## src/verilog/bhs_pkg.sv

```systemverilog
package bhs_pkg;

  // Clock rate
  localparam int unsigned CLK_HZ = 10_000_000;

  // Switching cycle: nominal 8 us period, low quarter, high half, low quarter
  localparam int unsigned CYCLE_NS        = 8000;
  localparam int unsigned CYCLE_CYC       = CYCLE_NS / (1_000_000_000 / CLK_HZ);
  localparam logic [7:0]  CYC_LAST        = 8'(CYCLE_CYC - 1);
  localparam logic [7:0]  LS1_END         = 8'(CYCLE_CYC / 4);
  localparam logic [7:0]  HS_END          = 8'((CYCLE_CYC * 3) / 4);
  localparam logic [7:0]  REQ_SAMPLE_PT   = 8'(CYCLE_CYC / 2);

  // Start-up delay and ramp timing
  localparam int unsigned STARTUP_US      = 10_000;
  localparam int unsigned STARTUP_CYC     = STARTUP_US * (CLK_HZ / 1_000_000);
  localparam int unsigned RAMP_MS         = 20;
  localparam int unsigned RAMP_CYC        = RAMP_MS * (CLK_HZ / 1000);

  // Off-interval schedule, in cycles of clk
  localparam int unsigned RAMP_DUTY_PCT   = 95;
  localparam int unsigned OFF_MIN_CYC_I   = (CYCLE_CYC * (100 - RAMP_DUTY_PCT) + RAMP_DUTY_PCT - 1) / RAMP_DUTY_PCT;
  localparam int unsigned OFF_MAX_CYC_I   = 8000;
  localparam logic [15:0] OFF_MIN_CYC     = 16'(OFF_MIN_CYC_I);
  localparam logic [15:0] OFF_MAX_CYC     = 16'(OFF_MAX_CYC_I);
  localparam int unsigned RAMP_PULSES     = 50;
  localparam logic [15:0] OFF_STEP        = 16'((OFF_MAX_CYC_I - OFF_MIN_CYC_I) / RAMP_PULSES);

  typedef enum logic [2:0] {
    ST_IDLE   = 3'b000,
    ST_DELAY  = 3'b001,
    ST_RAMP   = 3'b010,
    ST_NORMAL = 3'b011,
    ST_FAULT  = 3'b100
  } bhs_state_t;

  // Analog comparator inputs
  typedef struct packed {
    logic bus_sense_input;
    logic bus_undervoltage;
    logic bus_overvoltage_trip;
  } bhs_sense_t;

  // Drive outputs
  typedef struct packed {
    logic low_side_drive;
    logic high_side_drive;
    logic clamp;
  } bhs_drive_t;

endpackage

```

## src/verilog/bhs_cycle.sv

```systemverilog
`timescale 1ns/10ps
// One whole switching cycle: low quarter, high half, low quarter
module bhs_cycle (
  input  wire logic              clk_sys_i,
  input  wire logic              sys_rst_i,
  input  wire logic              start_i,
  output bhs_pkg::bhs_drive_t    drive_o,
  output logic                   busy_o,
  output logic                   sample_o,
  output logic                   last_o
);
  import bhs_pkg::*;

  typedef struct packed {
    logic       run;
    logic [7:0] cnt;
    bhs_drive_t drv;
  } bhs_cyc_state_t;

  bhs_cyc_state_t s_reg;
  bhs_cyc_state_t s_next;
  logic           run_n;
  logic [7:0]     cnt_n;

  always_comb begin
    s_next = s_reg;
    run_n  = s_reg.run;
    cnt_n  = s_reg.cnt;
    if (s_reg.run) begin
      if (s_reg.cnt == CYC_LAST) begin
        cnt_n = 8'h00;
        run_n = start_i;
      end else begin
        cnt_n = s_reg.cnt + 8'h01;
      end
    end else if (start_i) begin
      run_n = 1'b1;
      cnt_n = 8'h00;
    end
    s_next.run = run_n;
    s_next.cnt = cnt_n;
    // No internal dead time; equal low and high on-time [RULE20] [RULE18]
    s_next.drv.low_side_drive  = run_n && (cnt_n < LS1_END || cnt_n >= HS_END); // [RULE19]
    s_next.drv.high_side_drive = run_n && cnt_n >= LS1_END && cnt_n < HS_END; // [RULE19]
    s_next.drv.clamp           = !run_n; // [RULE24]
  end

  always_ff @(posedge clk_sys_i) begin
    if (sys_rst_i) begin
      s_reg     <= '0;
      s_reg.drv <= 3'b001;
    end else begin
      s_reg <= s_next;
    end
  end

  assign drive_o  = s_reg.drv;
  assign busy_o   = s_reg.run;
  assign sample_o = s_reg.run && s_reg.cnt == REQ_SAMPLE_PT;
  assign last_o   = s_reg.run && s_reg.cnt == CYC_LAST;
endmodule

```

## src/verilog/bhs_sequencer.sv

```systemverilog
`timescale 1ns/10ps
// How it works
// [RULE1] Switching allowed only while bus sense is above undervoltage enable.
// [RULE2] On undervoltage finish current cycle, then stop until bus rises again.
// [RULE3] After bus enable rises, wait fixed start-up delay before switching.
// [RULE4] Overvoltage trip is a fault leading to latched shutdown.
// [RULE5] Fault during a cycle: complete cycle, latch fault at its end.
// [RULE6] Overvoltage with no cycle running latches the fault at once.
// [RULE7] Latched overvoltage shows on the fault output for upstream shutdown.
// [RULE8] After delay, ramp mode: single cycles with shrinking off-intervals.
// [RULE9] Ramp off-interval never below fixed minimum, capping duty near 95%.
// [RULE10] Feedback low during ramp ends the ramp and starts normal mode.
// [RULE11] At end of nominal ramp interval move to normal mode anyway.
// [RULE12] Normal mode can run cycles back to back with no gap.
// [RULE13] Normal mode starts a cycle whenever feedback request is high.
// [RULE14] Every started cycle runs to completion regardless of feedback.
// [RULE15] Feedback high at sample continues contiguously; low stops at cycle end.
// [RULE16] Feedback sampled exactly once per switching cycle.
// [RULE17] After dropout keep watching feedback; restart on its next high.
// [RULE18] Low-side and high-side get equal total on-time per cycle.
// [RULE19] Cycle order low, high, low; each low half the high time.
// [RULE20] No internal dead time; external drivers provide any needed.
// [RULE21] Feedback path holds request high below regulation, low above.
// [RULE22] Start output low until normal mode, high in normal, low in fault.
// [RULE23] Fault output high exactly while in latched fault state.
// [RULE24] Clamp output high whenever both drive outputs are inactive.
// [RULE25] In fault both drives stay inactive until power-on reset.
// [RULE26] Ramp off-interval falls in fixed steps from maximum to minimum.
module bhs_sequencer #(
  parameter int unsigned STARTUP_CYCLES = bhs_pkg::STARTUP_CYC,
  parameter int unsigned RAMP_CYCLES    = bhs_pkg::RAMP_CYC
) (
  input  wire logic              clk_sys_i,
  input  wire logic              sys_rst_i,
  input  bhs_pkg::bhs_sense_t    sense_i,
  input  wire logic              feedback_request_i,
  output logic                   low_side_drive_o,
  output logic                   high_side_drive_o,
  output logic                   clamp_o,
  output logic                   start_o,
  output logic                   fault_o
);
  import bhs_pkg::*;

  localparam logic [23:0] STARTUP_LAST = 24'(STARTUP_CYCLES - 1);
  localparam logic [23:0] RAMP_LAST    = 24'(RAMP_CYCLES - 1);

  typedef struct packed {
    bhs_state_t  st;
    logic [23:0] tmr;       // Start-up delay and ramp interval timer
    logic [15:0] off_len;   // Current ramp off-interval
    logic [15:0] off_cnt;   // Off-interval countdown
    logic        fb_keep;   // Feedback sample taken this cycle
    logic        fault_pend;
    logic        start;
    logic        fault;
  } bhs_seq_state_t;

  bhs_seq_state_t s_reg;
  bhs_seq_state_t s_next;
  bhs_drive_t     drv;
  logic           cyc_busy;
  logic           cyc_sample;
  logic           cyc_last;
  logic           cyc_start;
  logic           bus_ok;

  // Comparator result: bus above enable level and not flagged undervoltage
  assign bus_ok = sense_i.bus_sense_input && !sense_i.bus_undervoltage; // [RULE1]

  bhs_cycle u_cycle (
    .clk_sys_i (clk_sys_i),
    .sys_rst_i (sys_rst_i),
    .start_i   (cyc_start),
    .drive_o   (drv),
    .busy_o    (cyc_busy),
    .sample_o  (cyc_sample),
    .last_o    (cyc_last)
  );

  // Next off-interval, clipped so it never drops under the minimum
  function automatic logic [15:0] next_off(input logic [15:0] cur);
    if (cur <= OFF_MIN_CYC + OFF_STEP) begin
      next_off = OFF_MIN_CYC; // [RULE9]
    end else begin
      next_off = cur - OFF_STEP; // [RULE26]
    end
  endfunction

  // Request to start (or chain) a cycle; only consulted when idle or at the last count
  always_comb begin
    cyc_start = 1'b0;
    case (s_reg.st)
      ST_RAMP: begin
        // Single isolated cycles after the off-interval expires
        // An idle trip latches the fault this edge, so it must not start a cycle too
        cyc_start = bus_ok && !cyc_busy && s_reg.off_cnt == 16'h0000 && !s_reg.fault_pend
                    && !sense_i.bus_overvoltage_trip; // [RULE8] [RULE25]
      end
      ST_NORMAL: begin
        if (cyc_busy) begin
          // Chain only on the one sample taken this cycle
          cyc_start = s_reg.fb_keep && bus_ok && !s_reg.fault_pend && !sense_i.bus_overvoltage_trip; // [RULE15] [RULE12]
        end else begin
          cyc_start = feedback_request_i && bus_ok && !sense_i.bus_overvoltage_trip; // [RULE13] [RULE17]
        end
      end
      default: cyc_start = 1'b0;
    endcase
  end

  always_comb begin
    s_next = s_reg;
    // Sample the feedback once per cycle, hold it for the chaining decision
    if (cyc_sample) begin
      s_next.fb_keep = feedback_request_i; // [RULE16]
    end
    // Faults seen while a cycle runs wait for its end
    if (sense_i.bus_overvoltage_trip && cyc_busy) begin
      s_next.fault_pend = 1'b1; // [RULE5]
    end

    case (s_reg.st)
      ST_IDLE: begin
        s_next.tmr = 24'h000000;
        if (bus_ok && !cyc_busy) begin
          s_next.st = ST_DELAY; // [RULE3]
        end
      end
      ST_DELAY: begin
        if (!bus_ok) begin
          s_next.st = ST_IDLE;
        end else if (s_reg.tmr == STARTUP_LAST) begin
          s_next.st      = ST_RAMP; // [RULE8]
          s_next.tmr     = 24'h000000;
          s_next.off_len = OFF_MAX_CYC; // [RULE26]
          s_next.off_cnt = 16'h0000;
        end else begin
          s_next.tmr = s_reg.tmr + 24'h000001; // [RULE3]
        end
      end
      ST_RAMP: begin
        s_next.tmr = s_reg.tmr + 24'h000001;
        if (cyc_last) begin
          s_next.off_cnt = s_reg.off_len;
          s_next.off_len = next_off(s_reg.off_len); // [RULE26]
        end else if (!cyc_busy && s_reg.off_cnt != 16'h0000) begin
          s_next.off_cnt = s_reg.off_cnt - 16'h0001;
        end
        // Leave ramp only between cycles so a started cycle is never cut
        if (!feedback_request_i || s_reg.tmr >= RAMP_LAST) begin
          if (!cyc_busy || cyc_last) begin
            s_next.st = ST_NORMAL; // [RULE10] [RULE11]
          end
        end
        if (!bus_ok && (!cyc_busy || cyc_last)) begin
          s_next.st = ST_IDLE; // [RULE2]
        end
      end
      ST_NORMAL: begin
        if (!bus_ok && (!cyc_busy || cyc_last)) begin
          s_next.st = ST_IDLE; // [RULE2] [RULE14]
        end
      end
      ST_FAULT: begin
        s_next.st = ST_FAULT; // [RULE25]
      end
      default: s_next.st = ST_IDLE;
    endcase

    // Overvoltage: immediate when idle, at cycle end otherwise
    if (s_reg.st != ST_FAULT) begin
      if ((sense_i.bus_overvoltage_trip && !cyc_busy) || (cyc_last && s_next.fault_pend)) begin
        s_next.st = ST_FAULT; // [RULE4] [RULE6] [RULE5]
      end
    end

    s_next.start = s_next.st == ST_NORMAL; // [RULE22]
    s_next.fault = s_next.st == ST_FAULT; // [RULE23] [RULE7]
  end

  always_ff @(posedge clk_sys_i) begin
    if (sys_rst_i) begin
      s_reg    <= '0;
      s_reg.st <= ST_IDLE;
    end else begin
      s_reg <= s_next;
    end
  end

  // Drives come from flops in the cycle engine; fault cannot start a new cycle
  assign low_side_drive_o  = drv.low_side_drive;
  assign high_side_drive_o = drv.high_side_drive;
  assign clamp_o           = drv.clamp; // [RULE24]
  assign start_o           = s_reg.start;
  assign fault_o           = s_reg.fault;
endmodule
```

## config.mk

```make
export PLATFORM = sky130hd
export DESIGN_NAME = bhs_sequencer
export DESIGN_NICKNAME = d
export VERILOG_FILES = /design/src/verilog/bhs_pkg.sv /design/src/verilog/bhs_cycle.sv /design/src/verilog/bhs_sequencer.sv
export SDC_FILE = /design/constraint.sdc
export NUM_CORES = 1
export LEC_CHECK = 0
export BUFFER_PORTS_ARGS = -buffer_cell sky130_fd_sc_hd__buf_2
export CORE_AREA = 8 8 93 95
export CTS_CLUSTER_DIAMETER = 100
export DETAILED_ROUTE_END_ITERATION = 12
export DIE_AREA = 0 0 101 103
export HOLD_SLACK_MARGIN = 0.05
export PLACE_DENSITY = 0.73
export SYNTH_ARGS = -nofsm -noshare
export SYNTH_HDL_FRONTEND = slang
export SYNTH_SLANG_ARGS = --single-unit
```

## constraint.sdc

```tcl
create_clock -name clk_sys_i -period 7.1 [get_ports clk_sys_i]
set_clock_uncertainty 0.05 [all_clocks]
set_input_delay 0.71 -clock clk_sys_i [delete_from_list [all_inputs] [get_ports clk_sys_i]]
set_output_delay 0.71 -clock clk_sys_i [all_outputs]
set_load 0.03 [all_outputs]
```

==> results of run 1 <==
## power by group through the flow
stage	clock (mW)	sequential [mW]	combinational [mW]
finish	0.373	0.424	0.0198
detailed placement	0	0.434	0.0198
CTS	0.375	0.424	0.0198
global route	0.391	0.424	0.0220
floorplan	0	0.433	0.0146
global placement	0	0.434	0.0196
## stage by stage
| step | power [mW] | utilization [%] | cells |
|---|---|---|---|
| 2_1_floorplan | 0.448 | - | 528 |
| 3_3_place_gp | 0.453 | 57.8 | 616 |
| 3_5_place_dp | 0.454 | 57.8 | 616 |
| 4_1_cts | 0.819 | 60.9 | 632 |
| 5_1_grt | 0.837 | 60.9 | 632 |
| 6_report | 0.816 | 60.9 | 632 |
## layout make-up
type                    count  area (sq um)  share of cell area (%)
clock buffers               9           124                    2.85
inverters                  14          52.6                    1.21
multi-input cells         416          2380                    54.8
flip-flops and latches     75          1500                    34.5
repair buffers             12          65.1                    1.50
well taps                  99           124                    2.85
clock inverters             7          96.3                    2.22
## cells in the final DEF (no fill, tap or decap), drive strengths merged, types with 9 or more instances in the layout
cell type  count
o21ai         28
xnor2         14
inv           17
nor4          11
and3           9
clkbuf         9
a21oi         52
xor2          16
nand3         17
nand2         55
nor3          22
buf           12
nor2          87
dfxtp         75
## path summary, 6_finish.rpt
kind / endpoint / slack (ns) / cells after the start
worst max-delay path: s_reg[13]$_SDFFE_PP0P_ / 4.07 / 7
worst min-delay path: s_reg[9]$_SDFFE_PP0P_ / 0.43 / 2
worst max register to register: s_reg[13]$_SDFFE_PP0P_ / 4.07 / 7
worst min register to register: s_reg[9]$_SDFFE_PP0P_ / 0.43 / 2
## layer usage
metal / global-route usage (%) / share of wire, % / vias to the layer above / routed length, microns
met4: 7.10 / 1.4 / 0 / 125
li1: - / - / 1872 / -
met3: 2.43 / 4.1 / 11 / 374
met5: 0 / 0 / - / 0
met1: 24.3 / 49 / 1727 / 4460
met2: 30.1 / 46 / 83 / 4170
## critical path, delay by kind of cell (launching register included)
| kind | cells | cell delay (ns) |
|---|---|---|
| AND/OR/NAND/NOR | 5 | 1.84 |
| AO/OA/AOI/OAI | 2 | 0.62 |
| flip-flops | 1 | 0.36 |
## cell families (layout without fill, tap and decap cells)
| kind of cell | Yosys count | count (layout) |
|---|---|---|
| XOR/XNOR | 30 | 30 |
| AND/OR/NAND/NOR | 253 | 253 |
| AO/OA/AOI/OAI | 124 | 124 |
| multiplexers | 2 | 2 |
| adder cells (fa/ha/maj) | 7 | 7 |
| buffers and inverters | 37 | 42 |
| flip-flops | 75 | 75 |
==> impl_summary.log, run 1 <==
[metrics] reg-to-reg critical path startpoint: s_reg[6]$_SDFFE_PP0P_
[metrics] cell area after layout: 4350 sq um
[metrics] quantity of gates resized following cts: 0
[metrics] antenna diode count: 0
[metrics] critical path required time: 7.26 ns
[metrics] Placed Area: approximately 4100 sq um
[metrics] flip-flop count of the largest register, all copies and words added: 61
[metrics] slowest cell on the critical path: sky130_fd_sc_hd__nor4_1
[metrics] worst slack, placed: 4.00 ns
[metrics] DIE AREA: 10400 sq um
[metrics] CTS tree: yes
[metrics] leading cell types by total area after synthesis: sky130_fd_sc_hd__dfxtp_1 37%, sky130_fd_sc_hd__nor2_1 8.0%, sky130_fd_sc_hd__a21oi_1 6.5%, sky130_fd_sc_hd__nand2_1 5.1%, sky130_fd_sc_hd__xor2_1 3.5%
[metrics] detailed-router iteration count before antenna repair: 4
[metrics] dominant combinational cell family by area after synthesis: simple AND/OR/NAND/NOR gates
[metrics] Gate Count Post-Synth: 528
[metrics] maximum number of pins on one net before global-route repair: 41
[metrics] die height: 103 microns
[metrics] first-pass GRT wire length: roughly 16000 microns
[metrics] routed vias/inst: between 5 and 6
[metrics] proportion of synthesized flip-flops having asynchronous set or reset: 0%
[metrics] mux cell area share after synthesis: 0.497%
[metrics] final max-slew violation count: 0
[metrics] Site Rows: 31
[metrics] clock transition at the registers of the reported paths: 0.08 ns
[metrics] post-synth top area cell: sky130_fd_sc_hd__dfxtp_1
[metrics] most frequent cell on the critical path: sky130_fd_sc_hd__nor2_1
[metrics] maximum number of buffers from clock root to sink: 2
[metrics] most used flip-flop cell after synthesis: sky130_fd_sc_hd__dfxtp_1
[metrics] RSZ-0062 raised after global routing: no
[metrics] worst rel slew slack: 36.9%
[metrics] count of yosys warnings during synthesis: 0
[metrics] count of final hold-check violations: 0
[metrics] slew at the pin with the worst max-slew slack: 0.937 ns
[metrics] CP startpoint: s_reg[6]$_SDFFE_PP0P_
[metrics] leading cell types by count after synthesis: 86 x sky130_fd_sc_hd__nor2_1, 75 x sky130_fd_sc_hd__dfxtp_1, 55 x sky130_fd_sc_hd__nand2_1
[metrics] area share of xor/xnor cells in the synthesized design: under 10%
[metrics] remaining global-route overflow: 0
[metrics] placer's final routability congestion estimate: roughly 0.84
[metrics] Min-Delay Path Class: flip-flop to flip-flop
[metrics] flip-flop and latch count after synthesis: 75
[metrics] status: complete, no violations
[metrics] worst hold margin: 0.434 ns
[metrics] leading cell type by number of instances after synthesis: sky130_fd_sc_hd__nor2_1
[metrics] Clock Power Share: 45.6%
[metrics] largest incremental delay on the critical path: 0.83 ns
[metrics] Layout Area Growth over Synthesis: 7.85%
[metrics] worst-path maximum fanout: 13
[metrics] launch instance of the worst min-delay path: s_reg[9]$_SDFFE_PP0P_
[metrics] sort of element at the end of the critical path: flip-flop
[metrics] hold_buf cts: 0
[metrics] fraction of the mapped netlist area in simple logic gates: 31.2%
[metrics] syn_area_per_cell: 7.63 sq um
[metrics] internal power component: 0.628 mW
[metrics] sort of element at the start of the critical path: flip-flop
[metrics] vias in the first global route: between 3000 and 4000
[metrics] clock latency on the worst-skew pair: 0.35 ns
[metrics] cell-by-cell trace of the critical path: nor4_1 > nand4b_1 > o211ai_2 > and2_1 > nor2_1 > o22ai_1 > nor2_1
[metrics] aggregate global-route resource usage: 18.5%
[metrics] static leakage power: 1.52 nW
[metrics] filler cell count: 667
[metrics] detailed-route via count: roughly 3700
[metrics] nets: 541
[metrics] Remaining DRCs: 0
[metrics] total number of clock tree sinks: 75
[metrics] Synth Area in Adders: under 10%
[metrics] die boundary width: 101 microns
[metrics] Post-Synthesis Net Count: 541
[metrics] part of the power in registers: between 50% and 60%
[metrics] fraction of post-synthesis cell area in the top cell type by area: 37.3%
[metrics] number of distinct library cell variants in the gate-level netlist after synthesis: 60
[metrics] number of antenna violations at the first check in global routing: 0
[metrics] count of maximum capacitance violations: 0
[metrics] Syn Std Cell Area: 4030 sq um
[metrics] Clock H-tree levels: 3
[metrics] ratio of final minimum period to clock period: 42.7%
[metrics] fraction of the yosys area taken by sequential cells: 37.3%
[metrics] starting DRC count in detailed routing: 211
[metrics] total wirelength of the detailed-routed design: 9130 microns
[metrics] number of enable-type register cells in the synthesized netlist: 0
[metrics] Peak VDD IR: slightly above 0.1 mV
[metrics] Worst Path Arrival: 3.19 ns
[metrics] power density over the cells: 188 nW/um^2
[metrics] final routed wire length divided by cell count: around 14 microns
[metrics] sum of negative setup slack: 0 ns
[metrics] Initial Util: 56.5%
[metrics] combinational share of power: approximately 2.4%
[metrics] IO Port Bufs: 10
[metrics] post-DP HPWL: 6280 microns
[metrics] FMAX: 0.330 GHz
[metrics] boundary pin count: 11
[metrics] synthesized-area fraction occupied by ao, oa, aoi and oai cells: 18.6%
[metrics] Clk Tree Root Cell: sky130_fd_sc_hd__clkbuf_8
[metrics] start-to-end type of the worst setup path: flip-flop to flip-flop
[metrics] number of clock buffers inserted by TritonCTS: 9
[metrics] crit path setup slack, layout: 4.07 ns
[metrics] number of setup buffers added after CTS: 0
[metrics] Core Footprint: between 7000 and 8000 sq um
[metrics] switch share: 23.0%
[metrics] share of cells above drive strength 1: 6.57%
[metrics] switching power: 0.188 mW
[metrics] number of failing setup endpoints in the final timing report: 0
[metrics] Final min period: 3.03 ns
[metrics] number of nets still failing antenna checks after routing: 0
Note: power is estimated with default switching activity, not from simulation.
==> inputs of run 2 (changes only) <==
==> constraint.sdc (replaced) <==
create_clock -name clk_sys_i -period 3.15 [get_ports clk_sys_i]
set_clock_uncertainty 0.05 [all_clocks]
set_input_delay 0.315 -clock clk_sys_i [delete_from_list [all_inputs] [get_ports clk_sys_i]]
set_output_delay 0.315 -clock clk_sys_i [all_outputs]
set_load 0.03 [all_outputs]
==> run 2 against run 1 <==
  * Worst setup slack lost 3.6 ns
  * Sequential share of layout area shrank 0.56 points
  * Power grew 140%
  * First-iteration DRC count shrank 9.0%
  * Combinational power grew 130%
  * Die area is the same
  * Hold slack lost 0.25 ns
  * Core utilization grew 1.0 points
==> impl_summary.log, run 2 (synthesized netlist as in run 1, its figures left out) <==
[metrics] starting DRC count in detailed routing: 192 (was 211)
[metrics] part of the power in registers: 49.7% (was 51.9%)
[metrics] Worst Path Arrival: 2.85 ns (was 3.19 ns)
[metrics] sort of element at the start of the critical path: flip-flop (unchanged)
[metrics] total wirelength of the detailed-routed design: 9360 microns (was 9130 microns)
[metrics] leading cell type in the layout, fill and taps excluded: sky130_fd_sc_hd__nor2_1 (unchanged)
[metrics] sum of negative setup slack: 0 ns (unchanged)
[metrics] crit path setup slack, layout: 0.485 ns (was 4.07 ns)
[metrics] nets: 547 (was 541)
[metrics] count of maximum capacitance violations: 0 (unchanged)
[metrics] Placed Area: 4170 sq um (was 4130 sq um)
[metrics] switching power: 0.425 mW (was 0.188 mW)
[metrics] flip-flop count of the largest register, all copies and words added: 61 (unchanged)
[metrics] cell-by-cell trace of the critical path: or3b_4 > or3b_1 > or4_1 > and2_1 > nor4_4 > xnor2_1 > nor2_2 (was nor4_1 > nand4b_1 > o211ai_2 > and2_1 > nor2_1 > o22ai_1 > nor2_1)
[metrics] placer's final routability congestion estimate: 0.825 (was 0.843)
[metrics] number of nets still failing antenna checks after routing: 0 (unchanged)
[metrics] vias in the first global route: 3467 (was 3469)
[metrics] power after layout: 1.92 mW (was 0.816 mW)
[metrics] Core Footprint: 7140 sq um (unchanged)
[metrics] final max-slew violation count: 0 (unchanged)
[metrics] boundary pin count: 11 (unchanged)
[metrics] Clock Power Share: 47.9% (was 45.6%)
[metrics] worst slack, placed: 0.435 ns (was 4.00 ns)
[metrics] routed vias/inst: 5.83 (was 5.84)
[metrics] start-to-end type of the worst setup path: flip-flop to flip-flop (unchanged)
[metrics] slowest cell on the critical path: sky130_fd_sc_hd__or4_1 (was sky130_fd_sc_hd__nor4_1)
[metrics] Site Rows: 31 (unchanged)
[metrics] hold_buf cts: 0 (unchanged)
[metrics] remaining global-route overflow: 0 (unchanged)
[metrics] launch instance of the worst min-delay path: sense_i[0] (was s_reg[9]$_SDFFE_PP0P_)
[metrics] slew at the pin with the worst max-slew slack: 0.739 ns (was 0.937 ns)
[metrics] die height: 103 microns (unchanged)
[metrics] met1 GRT Util: 24.5% (was 24.3%)
[metrics] worst-path maximum fanout: 8 (was 13)
[metrics] GRT met3 Usage: 2.57% (was 2.43%)
[metrics] Clock H-tree levels: 3 (unchanged)
[metrics] ratio of final minimum period to clock period: 84.6% (was 42.7%)
[metrics] FMAX: 0.375 GHz (was 0.330 GHz)
[metrics] most crowded layer after global routing: met2 (unchanged)
[metrics] total number of clock tree sinks: 75 (unchanged)
[metrics] status: complete, no violations (unchanged)
[metrics] number of failing setup endpoints in the final timing report: 0 (unchanged)
[metrics] die boundary width: 101 microns (unchanged)
[metrics] Peak VDD IR: 0.207 mV (was 0.103 mV)
[metrics] Initial Util: 56.5% (unchanged)
[metrics] quantity of gates resized following cts: 0 (unchanged)
[metrics] sort of element at the end of the critical path: flip-flop (unchanged)
[metrics] DIE AREA: 10400 sq um (unchanged)
[metrics] power density over the cells: 435 nW/um^2 (was 188 nW/um^2)
[metrics] RSZ-0062 raised after global routing: no (unchanged)
[metrics] aggregate global-route resource usage: 18.8% (was 18.5%)
[metrics] Min-Delay Path Class: input pin to flip-flop (was flip-flop to flip-flop)
[metrics] critical path required time: 3.34 ns (was 7.26 ns)
[metrics] worst rel slew slack: 50.8% (was 36.9%)
[metrics] filler cell count: 645 (was 667)
[metrics] Final min period: 2.67 ns (was 3.03 ns)
[metrics] maximum number of buffers from clock root to sink: 2 (unchanged)
[metrics] clock latency on the worst-skew pair: 0.35 ns (about the same)
[metrics] first-pass GRT wire length: 16000 microns (was 15800 microns)
[metrics] cell area after layout: 4420 sq um (was 4350 sq um)
[metrics] combinational share of power: 2.4% (about the same)
[metrics] detailed-router iteration count before antenna repair: 5 (was 4)
[metrics] switch share: 22.1% (was 23.0%)
[metrics] clock transition at the registers of the reported paths: 0.09 ns (was 0.08 ns)
[metrics] reg-to-reg critical path startpoint: s_reg[61]$_SDFF_PP0_ (was s_reg[6]$_SDFFE_PP0P_)
[metrics] largest incremental delay on the critical path: 0.57 ns (was 0.83 ns)
[metrics] Remaining DRCs: 0 (unchanged)
[metrics] CP startpoint: s_reg[61]$_SDFF_PP0_ (was s_reg[6]$_SDFFE_PP0P_)
[metrics] number of clock buffers inserted by TritonCTS: 9 (unchanged)
[metrics] static leakage power: 1.56 nW (was 1.52 nW)
[metrics] maximum number of pins on one net before global-route repair: 40 (was 41)
[metrics] internal power component: 1.50 mW (was 0.628 mW)
[metrics] final routed wire length divided by cell count: 14.7 microns (was 14.4 microns)
[metrics] Layout Area Growth over Synthesis: 9.62% (was 7.85%)
[metrics] CTS tree: yes (unchanged)
[metrics] antenna diode count: 0 (unchanged)
[metrics] share of cells above drive strength 1: 7.61% (was 6.57%)
[metrics] number of setup buffers added after CTS: 0 (unchanged)
[metrics] post-DP HPWL: 6360 microns (was 6280 microns)
[metrics] IO Port Bufs: 10 (unchanged)
[metrics] detailed-route via count: 3720 (was 3693)
[metrics] most frequent cells in the layout: 86 x sky130_fd_sc_hd__nor2_1, 75 x sky130_fd_sc_hd__dfxtp_1, 55 x sky130_fd_sc_hd__nand2_1, 52 x sky130_fd_sc_hd__a21oi_1, 27 x sky130_fd_sc_hd__o21ai_0 (unchanged)
[metrics] count of final hold-check violations: 0 (unchanged)
[metrics] Clk Tree Root Cell: sky130_fd_sc_hd__clkbuf_8 (unchanged)
[metrics] Layout Utilization: 61.9% (was 60.9%)
[metrics] number of antenna violations at the first check in global routing: 0 (unchanged)
[metrics] fraction of met2 tracks used by global routing: 31.1% (was 30.1%)
[run 2: cell count changes in the layout (fill, tap and decap cells not counted)]
cell                         previous run  this run
sky130_fd_sc_hd__clkinv_2               2         1
sky130_fd_sc_hd__buf_4                  2         8
sky130_fd_sc_hd__inv_6                  3         1
sky130_fd_sc_hd__clkinvlp_4             0         1
sky130_fd_sc_hd__bufinv_16              2         3
sky130_fd_sc_hd__inv_8                  0         1
[run 2: worst paths after layout]
check	slack, ns	cells after the start	endpoint
worst min-delay path	0.19	3	s_reg[2]$_SDFF_PP0_
worst min register to register	0.44	2	s_reg[9]$_SDFFE_PP0P_
worst max-delay path	0.48	7	s_reg[33]$_SDFFE_PP0P_
worst max register to register	0.48	7	s_reg[33]$_SDFFE_PP0P_
[run 2: power groups by stage]
stage | clock network, mW | registers [mW] | logic, mW
6_report | 0.922 | 0.956 | 0.0461
5_1_grt | 0.975 | 0.957 | 0.0504
4_1_cts | 0.929 | 0.956 | 0.0465
3_5_place_dp | 0 | 0.978 | 0.0464
3_3_place_gp | 0 | 0.978 | 0.0452
2_1_floorplan | 0 | 0.976 | 0.0330
[run 2: critical path, delay by kind of cell (launching register included)]
family | cells | cell delay (ns)
simple gates | 6 | 1.98
flops | 1 | 0.36
xor+xnor | 1 | 0.16
[run 2: area by class of cell]
type | count | area [sq um] | share of cell area (%)
multi-input combinational | 416 | 2380 | 54.0
tap | 99 | 124 | 2.80
sequential | 75 | 1500 | 34.0
clock inverter | 7 | 123 | 2.78
timing repair buffer | 18 | 110 | 2.49
clock buffer | 9 | 124 | 2.80
inverter | 14 | 52.6 | 1.19
[run 2: through the flow]
| step | instances | hold WS (ns) |
|---|---|---|
| 2_1_floorplan | 528 | 0.402 |
| 3_3_place_gp | 622 | 0.414 |
| 3_5_place_dp | 622 | 0.427 |
| 4_1_cts | 638 | 0.179 |
| 5_1_grt | 638 | 0.203 |
| 6_report | 638 | 0.186 |
[run 2: routing by layer]
metal  vias to the layer above  routed length [microns]
met1                      1743                     4580
met5                         -                        0
met4                         0                      130
met3                        11                      334
met2                        80                     4320
li1                       1886                        -
